<file path="src/design/rnj_pkg.sv">
package rnj_pkg;

   // ----------------------------------------------------------------
   // Register map, byte addresses on a 32-bit APB.
   // ----------------------------------------------------------------
   localparam logic [7:0] ADDR_CTRL = 8'h00;
   localparam logic [7:0] ADDR_CFG = 8'h04;
   localparam logic [7:0] ADDR_STATUS = 8'h08;
   localparam logic [7:0] ADDR_DIAG_SEL = 8'h0C;
   localparam logic [7:0] ADDR_DIAG_DATA = 8'h10;
   localparam logic [7:0] ADDR_IRQ_STATUS = 8'h14;
   localparam logic [7:0] ADDR_IRQ_CLEAR = 8'h18;
   localparam logic [7:0] ADDR_IRQ_ENABLE = 8'h1C;

   // ----------------------------------------------------------------
   // Field positions.
   // ----------------------------------------------------------------
   localparam int CTRL_REINIT_BIT = 0;
   localparam int CTRL_NC_SEND_BIT = 1;
   localparam int CFG_ADDR_LSB = 0;
   localparam int CFG_RATE_LSB = 12;
   localparam int CFG_SLOW_LSB = 16;
   localparam int STAT_TRIP_LSB = 0;
   localparam int STAT_ONLINE_BIT = 8;
   localparam int STAT_NC_BUSY_BIT = 9;
   localparam int IRQ_TRIP_BIT = 0;
   localparam int IRQ_ONLINE_BIT = 1;
   localparam int IRQ_ABANDON_BIT = 2;
   localparam int IRQ_RETRY_BIT = 3;
   localparam int IRQ_W = 4;

   // ----------------------------------------------------------------
   // Reset values and limits.
   // ----------------------------------------------------------------
   localparam logic [31:0] CFG_RST = 32'h0000_0000;
   localparam logic [11:0] ADDR_MAX = 12'h0FF;
   localparam logic [3:0] RATE_MAX = 4'h2;
   localparam logic [7:0] TRIP_NONE = 8'h00;
   localparam logic [7:0] TRIP_HW = 8'd60;
   localparam logic [7:0] TRIP_CFG = 8'd61;
   localparam logic [7:0] TRIP_RATE = 8'd62;
   localparam logic [7:0] TRIP_DUP = 8'd63;
   localparam logic [7:0] TRIP_CYC = 8'd64;
   localparam logic [3:0] DIAG_LOST_ROUTE = 4'd10;

   // ----------------------------------------------------------------
   // Timing.
   // ----------------------------------------------------------------
   localparam int CLK_PERIOD_NS = 100;
   localparam int RETRY_PERIOD_MS = 1000;
   localparam int RETRY_CYC = RETRY_PERIOD_MS * (1000000 / CLK_PERIOD_NS);
   localparam int LISTEN_US = 1000;
   localparam int LISTEN_CYC = LISTEN_US * 1000 / CLK_PERIOD_NS;
   localparam int BURST_PULSES = 8;
   localparam int BURST_REPEATS = 765;
   localparam int NC_ATTEMPTS = 5;

   // ----------------------------------------------------------------
   // Ring-side inputs, all asynchronous to the node clock.
   // ----------------------------------------------------------------
   typedef struct packed {
      logic hw_fail;
      logic activity;
      logic token;
      logic dup_addr;
      logic tx_busy;
      logic msg_tx;
      logic msg_rx;
      logic overrun;
      logic lost;
      logic recon_seen;
      logic excess_nack;
      logic dup_sync;
      logic noncyclic;
      logic nc_ack;
      logic nc_noresp;
   } rnj_ring_in_t;

   typedef struct packed {
      logic online;
      logic recon_tx;
      logic nc_tx;
   } rnj_ring_out_t;

endpackage : rnj_pkg

</file>
<file path="src/design/rnj_node.sv">
`timescale 1ns/10ps

module rnj_node #(
   parameter int RETRY_CYCLES = rnj_pkg::RETRY_CYC,
   parameter int LISTEN_CYCLES = rnj_pkg::LISTEN_CYC,
   parameter logic [7:0] SLOW_RATE_MAX = 8'd100
) (
   input wire logic CORE_CLK_I,
   input wire logic ARST_N_I,
   input wire logic PSEL_I,
   input wire logic PENABLE_I,
   input wire logic PWRITE_I,
   input wire logic [7:0] PADDR_I,
   input wire logic [31:0] PWDATA_I,
   output logic [31:0] PRDATA_O,
   output logic PREADY_O,
   output logic PSLVERR_O,
   input wire rnj_pkg::rnj_ring_in_t RING_I,
   output rnj_pkg::rnj_ring_out_t RING_O,
   output logic GREEN_TX_LED_O,
   output logic YELLOW_HOST_LED_O,
   output logic ONLINE_LED_O,
   output logic IRQ_O
);
   import rnj_pkg::*;

   typedef enum logic [2:0] {
      ST_CHECK, ST_LISTEN, ST_BURST, ST_ONLINE, ST_MISMATCH, ST_HALT
   } rnj_state_t;

   // ----------------------------------------------------------------
   // Input synchronisers and edge detection.
   // ----------------------------------------------------------------
   rnj_ring_in_t sync1_ff, sync2_ff, prev_ff, rise;

   // Two stages before use; only stage two feeds logic.
   always_ff @(posedge CORE_CLK_I or negedge ARST_N_I) begin
      if (!ARST_N_I) begin
         sync1_ff <= '0;
         sync2_ff <= '0;
         prev_ff <= '0;
      end else begin
         sync1_ff <= RING_I;
         sync2_ff <= sync1_ff;
         prev_ff <= sync2_ff;
      end
   end

   // Ring events arrive as pulses; count each rising edge once.
   assign rise = sync2_ff & ~prev_ff;

   // ----------------------------------------------------------------
   // APB slave.
   // ----------------------------------------------------------------
   logic acc, wr, rd;
   logic [31:0] cfg_ff;
   logic [3:0] diag_sel_ff;
   logic [IRQ_W-1:0] irq_stat_ff, irq_en_ff, irq_set;
   logic reinit, nc_send;

   // Zero-wait slave: every access completes in its first access cycle.
   assign PREADY_O = 1'b1;
   assign acc = PSEL_I & PENABLE_I;
   assign wr = acc & PWRITE_I;
   assign rd = acc & ~PWRITE_I;
   assign reinit = wr && PADDR_I == ADDR_CTRL && PWDATA_I[CTRL_REINIT_BIT];
   assign nc_send = wr && PADDR_I == ADDR_CTRL && PWDATA_I[CTRL_NC_SEND_BIT];

   function automatic logic mapped(input logic [7:0] a);
      return a == ADDR_CTRL || a == ADDR_CFG || a == ADDR_STATUS ||
             a == ADDR_DIAG_SEL || a == ADDR_DIAG_DATA ||
             a == ADDR_IRQ_STATUS || a == ADDR_IRQ_CLEAR ||
             a == ADDR_IRQ_ENABLE;
   endfunction : mapped

   // Unmapped addresses are flagged with an error response.
   assign PSLVERR_O = acc & ~mapped(PADDR_I);

   // Configuration and diagnostic selector registers.
   always_ff @(posedge CORE_CLK_I or negedge ARST_N_I) begin
      if (!ARST_N_I) begin
         cfg_ff <= CFG_RST;
         diag_sel_ff <= 4'h0;
         irq_en_ff <= '0;
      end else begin
         if (wr && PADDR_I == ADDR_CFG) cfg_ff <= PWDATA_I;
         if (wr && PADDR_I == ADDR_DIAG_SEL) diag_sel_ff <= PWDATA_I[3:0];
         if (wr && PADDR_I == ADDR_IRQ_ENABLE) irq_en_ff <= PWDATA_I[IRQ_W-1:0];
      end
   end

   logic [11:0] cfg_addr;
   logic [3:0] cfg_rate;
   logic [7:0] cfg_slow;
   assign cfg_addr = cfg_ff[CFG_ADDR_LSB +: 12];
   assign cfg_rate = cfg_ff[CFG_RATE_LSB +: 4];
   assign cfg_slow = cfg_ff[CFG_SLOW_LSB +: 8];

   // ----------------------------------------------------------------
   // Join state machine.
   // ----------------------------------------------------------------
   rnj_state_t state_ff;
   logic [7:0] trip_ff;
   logic [23:0] timer_ff;
   logic act_seen_ff, tok_seen_ff, dup_seen_ff;
   logic burst_done;
   logic burst_start;
   logic [3:0] sym_ff;
   logic [9:0] rep_ff;
   logic burst_on_ff;
   logic [7:0] nxt_trip;

   // First error wins; later checks never overwrite a standing code.
   always_comb begin
      nxt_trip = trip_ff;
      if (trip_ff == TRIP_NONE && state_ff == ST_CHECK) begin
         if (sync2_ff.hw_fail) nxt_trip = TRIP_HW;
         else if (cfg_addr > ADDR_MAX || cfg_rate > RATE_MAX)
            nxt_trip = TRIP_CFG;
         else if (cfg_slow > SLOW_RATE_MAX) nxt_trip = TRIP_CYC;
      end else if (trip_ff == TRIP_NONE && state_ff == ST_LISTEN &&
                   timer_ff == 24'(LISTEN_CYCLES - 1)) begin
         if (dup_seen_ff || sync2_ff.dup_addr) nxt_trip = TRIP_DUP;
         else if (act_seen_ff && !tok_seen_ff)
            nxt_trip = TRIP_RATE;
      end
   end

   // Trip code only clears on reset, so the host can read it late.
   always_ff @(posedge CORE_CLK_I or negedge ARST_N_I) begin
      if (!ARST_N_I) trip_ff <= TRIP_NONE;
      else trip_ff <= nxt_trip;
   end

   // Sequencer; starts its check straight after reset release.
   always_ff @(posedge CORE_CLK_I or negedge ARST_N_I) begin
      if (!ARST_N_I) begin
         state_ff <= ST_CHECK;
         timer_ff <= '0;
         act_seen_ff <= 1'b0;
         tok_seen_ff <= 1'b0;
         dup_seen_ff <= 1'b0;
      end else begin
         unique case (state_ff)
            ST_CHECK: begin
               timer_ff <= '0;
               act_seen_ff <= 1'b0;
               tok_seen_ff <= 1'b0;
               dup_seen_ff <= 1'b0;
               if (nxt_trip != TRIP_NONE) state_ff <= ST_HALT;
               else state_ff <= ST_LISTEN;
            end
            ST_LISTEN: begin
               // Receive only: nothing is driven onto the ring here.
               act_seen_ff <= act_seen_ff | sync2_ff.activity;
               tok_seen_ff <= tok_seen_ff | rise.token;
               dup_seen_ff <= dup_seen_ff | sync2_ff.dup_addr;
               timer_ff <= timer_ff + 24'd1;
               if (timer_ff == 24'(LISTEN_CYCLES - 1)) begin
                  timer_ff <= '0;
                  if (nxt_trip == TRIP_RATE) state_ff <= ST_MISMATCH;
                  else if (nxt_trip != TRIP_NONE) state_ff <= ST_HALT;
                  else state_ff <= ST_BURST;
               end
            end
            ST_BURST: begin
               // A standing rate trip keeps the node retrying off-line.
               if (burst_done && trip_ff != TRIP_NONE)
                  state_ff <= ST_MISMATCH;
               else if (burst_done) state_ff <= ST_ONLINE;
            end
            ST_ONLINE: begin
               if (reinit) state_ff <= ST_CHECK;
            end
            ST_MISMATCH: begin
               timer_ff <= timer_ff + 24'd1;
               if (timer_ff == 24'(RETRY_CYCLES - 1)) begin
                  timer_ff <= '0;
                  state_ff <= ST_BURST;
               end
            end
            ST_HALT: begin
               if (reinit) state_ff <= ST_CHECK;
            end
         endcase
      end
   end

   // ----------------------------------------------------------------
   // Reconfiguration burst generator.
   // ----------------------------------------------------------------
   // One symbol per clock: eight marks then a space, 765 rounds.
   assign burst_start = state_ff != ST_BURST && !burst_on_ff &&
      ((state_ff == ST_LISTEN && timer_ff == 24'(LISTEN_CYCLES - 1) &&
        nxt_trip == TRIP_NONE) ||
       (state_ff == ST_MISMATCH && timer_ff == 24'(RETRY_CYCLES - 1)));
   assign burst_done = burst_on_ff && sym_ff == 4'(BURST_PULSES) &&
      rep_ff == 10'(BURST_REPEATS - 1);

   always_ff @(posedge CORE_CLK_I or negedge ARST_N_I) begin
      if (!ARST_N_I) begin
         burst_on_ff <= 1'b0;
         sym_ff <= '0;
         rep_ff <= '0;
      end else if (burst_start) begin
         burst_on_ff <= 1'b1;
         sym_ff <= '0;
         rep_ff <= '0;
      end else if (burst_on_ff) begin
         if (sym_ff == 4'(BURST_PULSES)) begin
            sym_ff <= '0;
            rep_ff <= rep_ff + 10'd1;
            if (burst_done) burst_on_ff <= 1'b0;
         end else begin
            sym_ff <= sym_ff + 4'd1;
         end
      end
   end

   // ----------------------------------------------------------------
   // Non-cyclic message retry engine.
   // ----------------------------------------------------------------
   logic nc_busy_ff, nc_tx_ff;
   logic [2:0] nc_try_ff;
   logic nc_abandon, nc_fail;

   assign nc_fail = nc_busy_ff & rise.nc_noresp;
   assign nc_abandon = nc_fail && nc_try_ff == 3'(NC_ATTEMPTS);

   // Each failure re-sends until the fifth attempt has failed too.
   always_ff @(posedge CORE_CLK_I or negedge ARST_N_I) begin
      if (!ARST_N_I) begin
         nc_busy_ff <= 1'b0;
         nc_tx_ff <= 1'b0;
         nc_try_ff <= '0;
      end else begin
         nc_tx_ff <= 1'b0;
         if (!nc_busy_ff && nc_send && state_ff == ST_ONLINE) begin
            nc_busy_ff <= 1'b1;
            nc_tx_ff <= 1'b1;
            nc_try_ff <= 3'd1;
         end else if (nc_busy_ff && rise.nc_ack) begin
            nc_busy_ff <= 1'b0;
         end else if (nc_abandon) begin
            nc_busy_ff <= 1'b0;
         end else if (nc_fail) begin
            nc_tx_ff <= 1'b1;
            nc_try_ff <= nc_try_ff + 3'd1;
         end
      end
   end

   // ----------------------------------------------------------------
   // Diagnostic counters.
   // ----------------------------------------------------------------
   logic [31:0] message_count;
   logic [15:0] cnt_ff [2:9];
   logic [8:0] cnt_inc;

   // Index map follows the readout function's argument numbers.
   assign cnt_inc[2] = rise.overrun;
   assign cnt_inc[3] = rise.lost;
   assign cnt_inc[4] = nc_fail;
   assign cnt_inc[5] = rise.recon_seen;
   assign cnt_inc[6] = rise.excess_nack;
   assign cnt_inc[7] = rise.dup_sync;
   assign cnt_inc[8] = burst_start;
   assign cnt_inc[1:0] = 2'b00;

   // Counting is passive; no counter feeds back into the sequencer.
   generate
      for (genvar i = 2; i <= 9; i++) begin : g_cnt
         logic inc;
         if (i == 9) begin : g_nc
            assign inc = rise.noncyclic;
         end else begin : g_ev
            assign inc = cnt_inc[i];
         end
         always_ff @(posedge CORE_CLK_I or negedge ARST_N_I) begin
            if (!ARST_N_I) cnt_ff[i] <= '0;
            else if (inc) cnt_ff[i] <= cnt_ff[i] + 16'd1;
         end
      end
   endgenerate

   // Both directions may land in one cycle; each counts as one.
   always_ff @(posedge CORE_CLK_I or negedge ARST_N_I) begin
      if (!ARST_N_I) message_count <= '0;
      else message_count <= message_count + 32'(rise.msg_tx) +
                            32'(rise.msg_rx);
   end

   function automatic logic [31:0] diag_value(input logic [3:0] sel);
      if (sel == 4'd1) return message_count;
      if (sel >= 4'd2 && sel <= 4'd9) return {16'h0000, cnt_ff[sel]};
      if (sel == DIAG_LOST_ROUTE) return 32'h0000_0000;
      return 32'h0000_0000;
   endfunction : diag_value

   // ----------------------------------------------------------------
   // Interrupts.
   // ----------------------------------------------------------------
   logic online_prev_ff;
   assign irq_set[IRQ_TRIP_BIT] = trip_ff == TRIP_NONE && nxt_trip != TRIP_NONE;
   assign irq_set[IRQ_ONLINE_BIT] = state_ff == ST_ONLINE && !online_prev_ff;
   assign irq_set[IRQ_ABANDON_BIT] = nc_abandon;
   assign irq_set[IRQ_RETRY_BIT] = burst_start && state_ff == ST_MISMATCH;

   // A set in the same cycle as its clear wins.
   always_ff @(posedge CORE_CLK_I or negedge ARST_N_I) begin
      if (!ARST_N_I) begin
         irq_stat_ff <= '0;
         online_prev_ff <= 1'b0;
      end else begin
         online_prev_ff <= state_ff == ST_ONLINE;
         if (wr && PADDR_I == ADDR_IRQ_CLEAR)
            irq_stat_ff <= (irq_stat_ff & ~PWDATA_I[IRQ_W-1:0]) | irq_set;
         else
            irq_stat_ff <= irq_stat_ff | irq_set;
      end
   end

   // ----------------------------------------------------------------
   // Outputs: read data, ring drive, lamps.
   // ----------------------------------------------------------------
   logic [31:0] nxt_rdata;

   always_comb begin
      nxt_rdata = 32'h0000_0000;
      unique case (PADDR_I)
         ADDR_CFG: nxt_rdata = cfg_ff;
         ADDR_STATUS: begin
            nxt_rdata[STAT_TRIP_LSB +: 8] = trip_ff;
            nxt_rdata[STAT_ONLINE_BIT] = state_ff == ST_ONLINE;
            nxt_rdata[STAT_NC_BUSY_BIT] = nc_busy_ff;
         end
         ADDR_DIAG_SEL: nxt_rdata = {28'h000_0000, diag_sel_ff};
         ADDR_DIAG_DATA: nxt_rdata = diag_value(diag_sel_ff);
         ADDR_IRQ_STATUS: nxt_rdata[IRQ_W-1:0] = irq_stat_ff;
         ADDR_IRQ_ENABLE: nxt_rdata[IRQ_W-1:0] = irq_en_ff;
         default: nxt_rdata = 32'h0000_0000;
      endcase
   end

   // Read data is registered in the setup cycle, so it is valid in access.
   always_ff @(posedge CORE_CLK_I or negedge ARST_N_I) begin
      if (!ARST_N_I) PRDATA_O <= '0;
      else if (PSEL_I && !PENABLE_I && !PWRITE_I) PRDATA_O <= nxt_rdata;
   end

   // Lamps and ring drive are all registered to stay glitch free.
   always_ff @(posedge CORE_CLK_I or negedge ARST_N_I) begin
      if (!ARST_N_I) begin
         RING_O <= '0;
         GREEN_TX_LED_O <= 1'b0;
         YELLOW_HOST_LED_O <= 1'b0;
         ONLINE_LED_O <= 1'b0;
         IRQ_O <= 1'b0;
      end else begin
         RING_O.online <= state_ff == ST_ONLINE;
         RING_O.recon_tx <= burst_on_ff &&
                            sym_ff != 4'(BURST_PULSES);
         RING_O.nc_tx <= nc_tx_ff;
         GREEN_TX_LED_O <= sync2_ff.tx_busy;
         YELLOW_HOST_LED_O <= PSEL_I;
         ONLINE_LED_O <= state_ff == ST_ONLINE;
         IRQ_O <= |(irq_stat_ff & irq_en_ff);
      end
   end

   logic unused;
   assign unused = rd | (|sync2_ff.msg_tx) | rise.hw_fail;

endmodule : rnj_node

</file>
<file path="config.mk">
export PLATFORM = sky130hd
export DESIGN_NAME = rnj_node
export DESIGN_NICKNAME = d
export VERILOG_FILES = /design/src/design/rnj_pkg.sv /design/src/design/rnj_node.sv
export SDC_FILE = /design/constraint.sdc
export NUM_CORES = 1
export LEC_CHECK = 0
export BUFFER_PORTS_ARGS = -buffer_cell sky130_fd_sc_hd__buf_2
export CAP_MARGIN = 0
export CORE_ASPECT_RATIO = 1.25
export CORE_MARGIN = 2
export CORE_UTILIZATION = 50
export DETAILED_ROUTE_END_ITERATION = 10
export PLACE_DENSITY = 0.7
export SYNTH_ARGS = -nofsm -noshare
export SYNTH_HDL_FRONTEND = slang
export SYNTH_SLANG_ARGS = --single-unit
</file>
<file path="constraint.sdc">
create_clock -name CORE_CLK_I -period 3.6 [get_ports CORE_CLK_I]
set_input_delay 0.72 -clock CORE_CLK_I [delete_from_list [all_inputs] [get_ports CORE_CLK_I]]
set_output_delay 0.72 -clock CORE_CLK_I [all_outputs]
set_load 0.01 [all_outputs]
</file>
==> key figures <==
Run status
  – Outcome: completed

Logic synthesis
  – Synth area leaders: dfrtp_1 54%, xnor2_1 6.2%, mux2_2 5.3%
  – Syn Nets: 1488
  – Post-synthesis cell type count: 70
  – Synth area leader: dfrtp_1
  – Post-synth EDFFs: 0
  – Post-synthesis cell count: 1411
  – Top-area cell type share of the netlist area: 54.0%
  – Flops & latches, synth: 341
  – Ys Warns: 0
  – Sequential fraction of the synthesis area: 54.0%
  – Mapped Area: 15800 um^2
  – Async set-or-reset flop fraction in the synthesized netlist: 100%
  – Top FF cell, synth: dfrtp_1
  – Post-synthesis area per instance: 11.2 um^2

Global route
  – Initial antenna violation count: 0
  – Largest net degree at the start of global routing: 82
  – Total global-route track usage: 22.7%
  – Number of global-route vias before repair: 11200
  – Gr ovfl total: 0
  – First-pass GRT wire length: 59600 um

Floorplan
  – Die H: 203 um
  – Io pins: 101
  – Die Area: 33000 um^2
  – FP Rows: 72
  – Die outline width: 163 um
  – Starting density of the core: 51.0%
  – Placeable Area: 31000 um^2

Drt
  – # DRC: 0
  – Total wire length: 36400 um
  – Total iterations of the first detailed-routing run: 6
  – Max Used Layer: met4
  – Post-route ant nets: 0
  – Wirelength per Cell: 18.7 um
  – Vias per cell: 5.74
  – DR iter-0 viols: 994
  – Via Count: 11200
  – Met3 wire len: 1730 um
  – Wire length on met1: 15000 um
  – Met2 WL: 18400 um

Clock network
  – Setup Fix Bufs, Post-CTS: 0
  – CTS clk-pin slew, worst paths: 0.06 ns
  – H-tree Lvls: 2
  – Worst-Skew Late Latency: 0.54 ns
  – Clock Sinks: 341
  – TritonCTS Buffers: 36
  – TritonCTS clock tree: yes
  – Clock Tree Root: clkbuf_16
  – Clock Tree Buf Depth: 3
  – Post-CTS sizing: 0
  – Cts hold-fix bufs: 0

Setup path
  – Bufs and invs on worst path: 1
  – Crit path launch type: register
  – Top Family by Delay on Critical Path: simple AND/OR/NAND/NOR gates
  – Worst Setup SP: trip_ff[3]
  – CP Class: reg -> reg
  – Critical Path AT: 3.34 ns
  – Max stage delay on crit path: 0.56 ns
  – Data required, critical path: 4.05 ns
  – Critical path cell sequence: or4_4 -> nor3_1 -> mux2i_1 -> nand4b_1 -> o41ai_4 -> buf_4 -> and4_1 -> xor2_1
  – R2R Path Start: trip_ff[3]
  – Crit. End Element: register
  – CP max FO: 31
  – Critical path's slowest cell: or4_4

Timing
  – Setup tns final: 0 ns
  – Fmax: 0.345 GHz
  – Pins Over Slew Limit: 0
  – Slew at the pin closest to its max-slew limit: 1.01 ns
  – Tmin final: 2.90 ns
  – Final setup viols: 0
  – Period utilization: 80.5%
  – Fin. Hold Viols: 0
  – Setup slack after layout: 0.702 ns
  – Fin Clk Skew: 0.0237 ns
  – Unrepaired setup endpoints after global routing: no
  – Worst rel slew slack: 32.6%

Final layout
  – Diode count: 0
  – Proportion of layout cells with a drive suffix above 1: 18.8%
  – Most common cell after layout, fill and taps aside: dfrtp_1
  – Commonest cells after routing, fill and taps aside: 340 x dfrtp_1, 124 x nand2_1, 111 x xnor2_1
  – Area taken by multi-input logic gates: 6910 um^2
  – Final Net Count: 1589
  – FILL cells: 2595
  – Register area: 8530 um^2
  – Area Overhead vs Synth: 14.3%

Place
  – DPL Wire Length: 25800 um
  – DP Worst Slack: 0.716 ns
  – Input/output buffers: 99
  – Placer Congestion: 0.854

Power
  – Pleak: 8.13 nW
  – Power per cell area: 565 nW/um^2
  – Final Power: 10.2 mW
  – VDD IR max: 0.000399 V

Min path
  – Hold crit path type: in -> async

Job
  – # Max-Cap Violations: 0
## layout make-up
cell class	instances	share of cell area (%)
tap	407	2.82
multi-input combinational	985	38.3
inverter	25	0.520
timing repair buffer	123	4.00
clock inverter	14	1.32
clock buffer	52	5.83
sequential	341	47.3
## flip-flops by register name (all words and copies together) (netlist names), 2 cells and up
name / cells
trip_ff: 8
timer_ff: 24
sync1_ff: 15
RING_O: 2
cfg_ff: 32
diag_sel_ff: 4
nc_try_ff: 3
sync2_ff: 15
rep_ff: 10
cnt_ff: 128
PRDATA_O: 32
sym_ff: 4
message_count: 32
irq_en_ff: 4
irq_stat_ff: 4
state_ff: 3
prev_ff: 11
## synthesized netlist by cell type, types with 3 or more instances
cell type  instances
nor4_1             8
and4_1             9
mux4_2            17
mux2_2            75
a31oi_1           13
o31ai_1           11
or3_1              5
xnor2_1          111
nor3_1            18
nand2b_1          15
and3b_1            3
nor2_1           108
xor2_1            52
inv_1             25
nor2b_1           17
ha_1              16
o21a_1             3
buf_6              3
o21ai_0           50
nand4_1           41
or4_1              3
nand2_1          124
dfrtp_1          341
a22oi_1           40
nor3b_1            4
buf_2             19
o41ai_1            3
a21oi_1           38
nand3_1           76
a21o_1             4
buf_1              3
a221oi_1           4
a222oi_1           9
mux2i_1            9
and2_1            11
clkbuf_1          33
o22ai_1           11
and3_1            36
## kinds of logic after synthesis
logic type | share of synthesized area (%)
xor+xnor | 9.04
simple gates | 16.1
fa+ha+maj | 1.39
flops | 54.0
compound gates | 8.76
other cells | 0.0237
mux | 8.34
buf+inv | 2.36
## final timing paths
kind                                      to  slack (ns)  cells past startpoint
min in group CORE_CLK_I          sync1_ff[9]        0.29                      1
worst max register to register    cnt_ff[31]        0.70                      8
worst max-delay path              cnt_ff[31]        0.70                      8
worst min register to register   sync2_ff[5]        0.34                      0
worst min-delay path             PRDATA_O[7]        0.20                      1
max in group asynchronous       PRDATA_O[19]        2.47                      2
## routing by layer
metal	vias to the layer above	track usage, %
met2	277	39.2
met5	-	0
li1	5219	-
met3	61	3.64
met1	5615	28.7
met4	0	8.38
## metrics by stage
step	hold slack (ns)	cells	instance area (um^2)	util [%]
finish	0.199	1947	18100	58.3
global route	0.242	1947	18100	58.3
CTS	0.212	1947	18100	58.3
detailed placement	0.336	1881	16800	54.1
global placement	0.334	1881	16800	54.1
floorplan	0.331	1411	15800	-
## where the power goes
group / leakage, nW / switching, mW / internal, mW / total (mW)
clock: 0.631 / 1.54 / 2.48 / 4.02
combinational: 3.02 / 0.844 / 0.634 / 1.48
sequential: 4.47 / 0.465 / 4.24 / 4.70
Note: power is estimated with default switching activity, not from simulation.
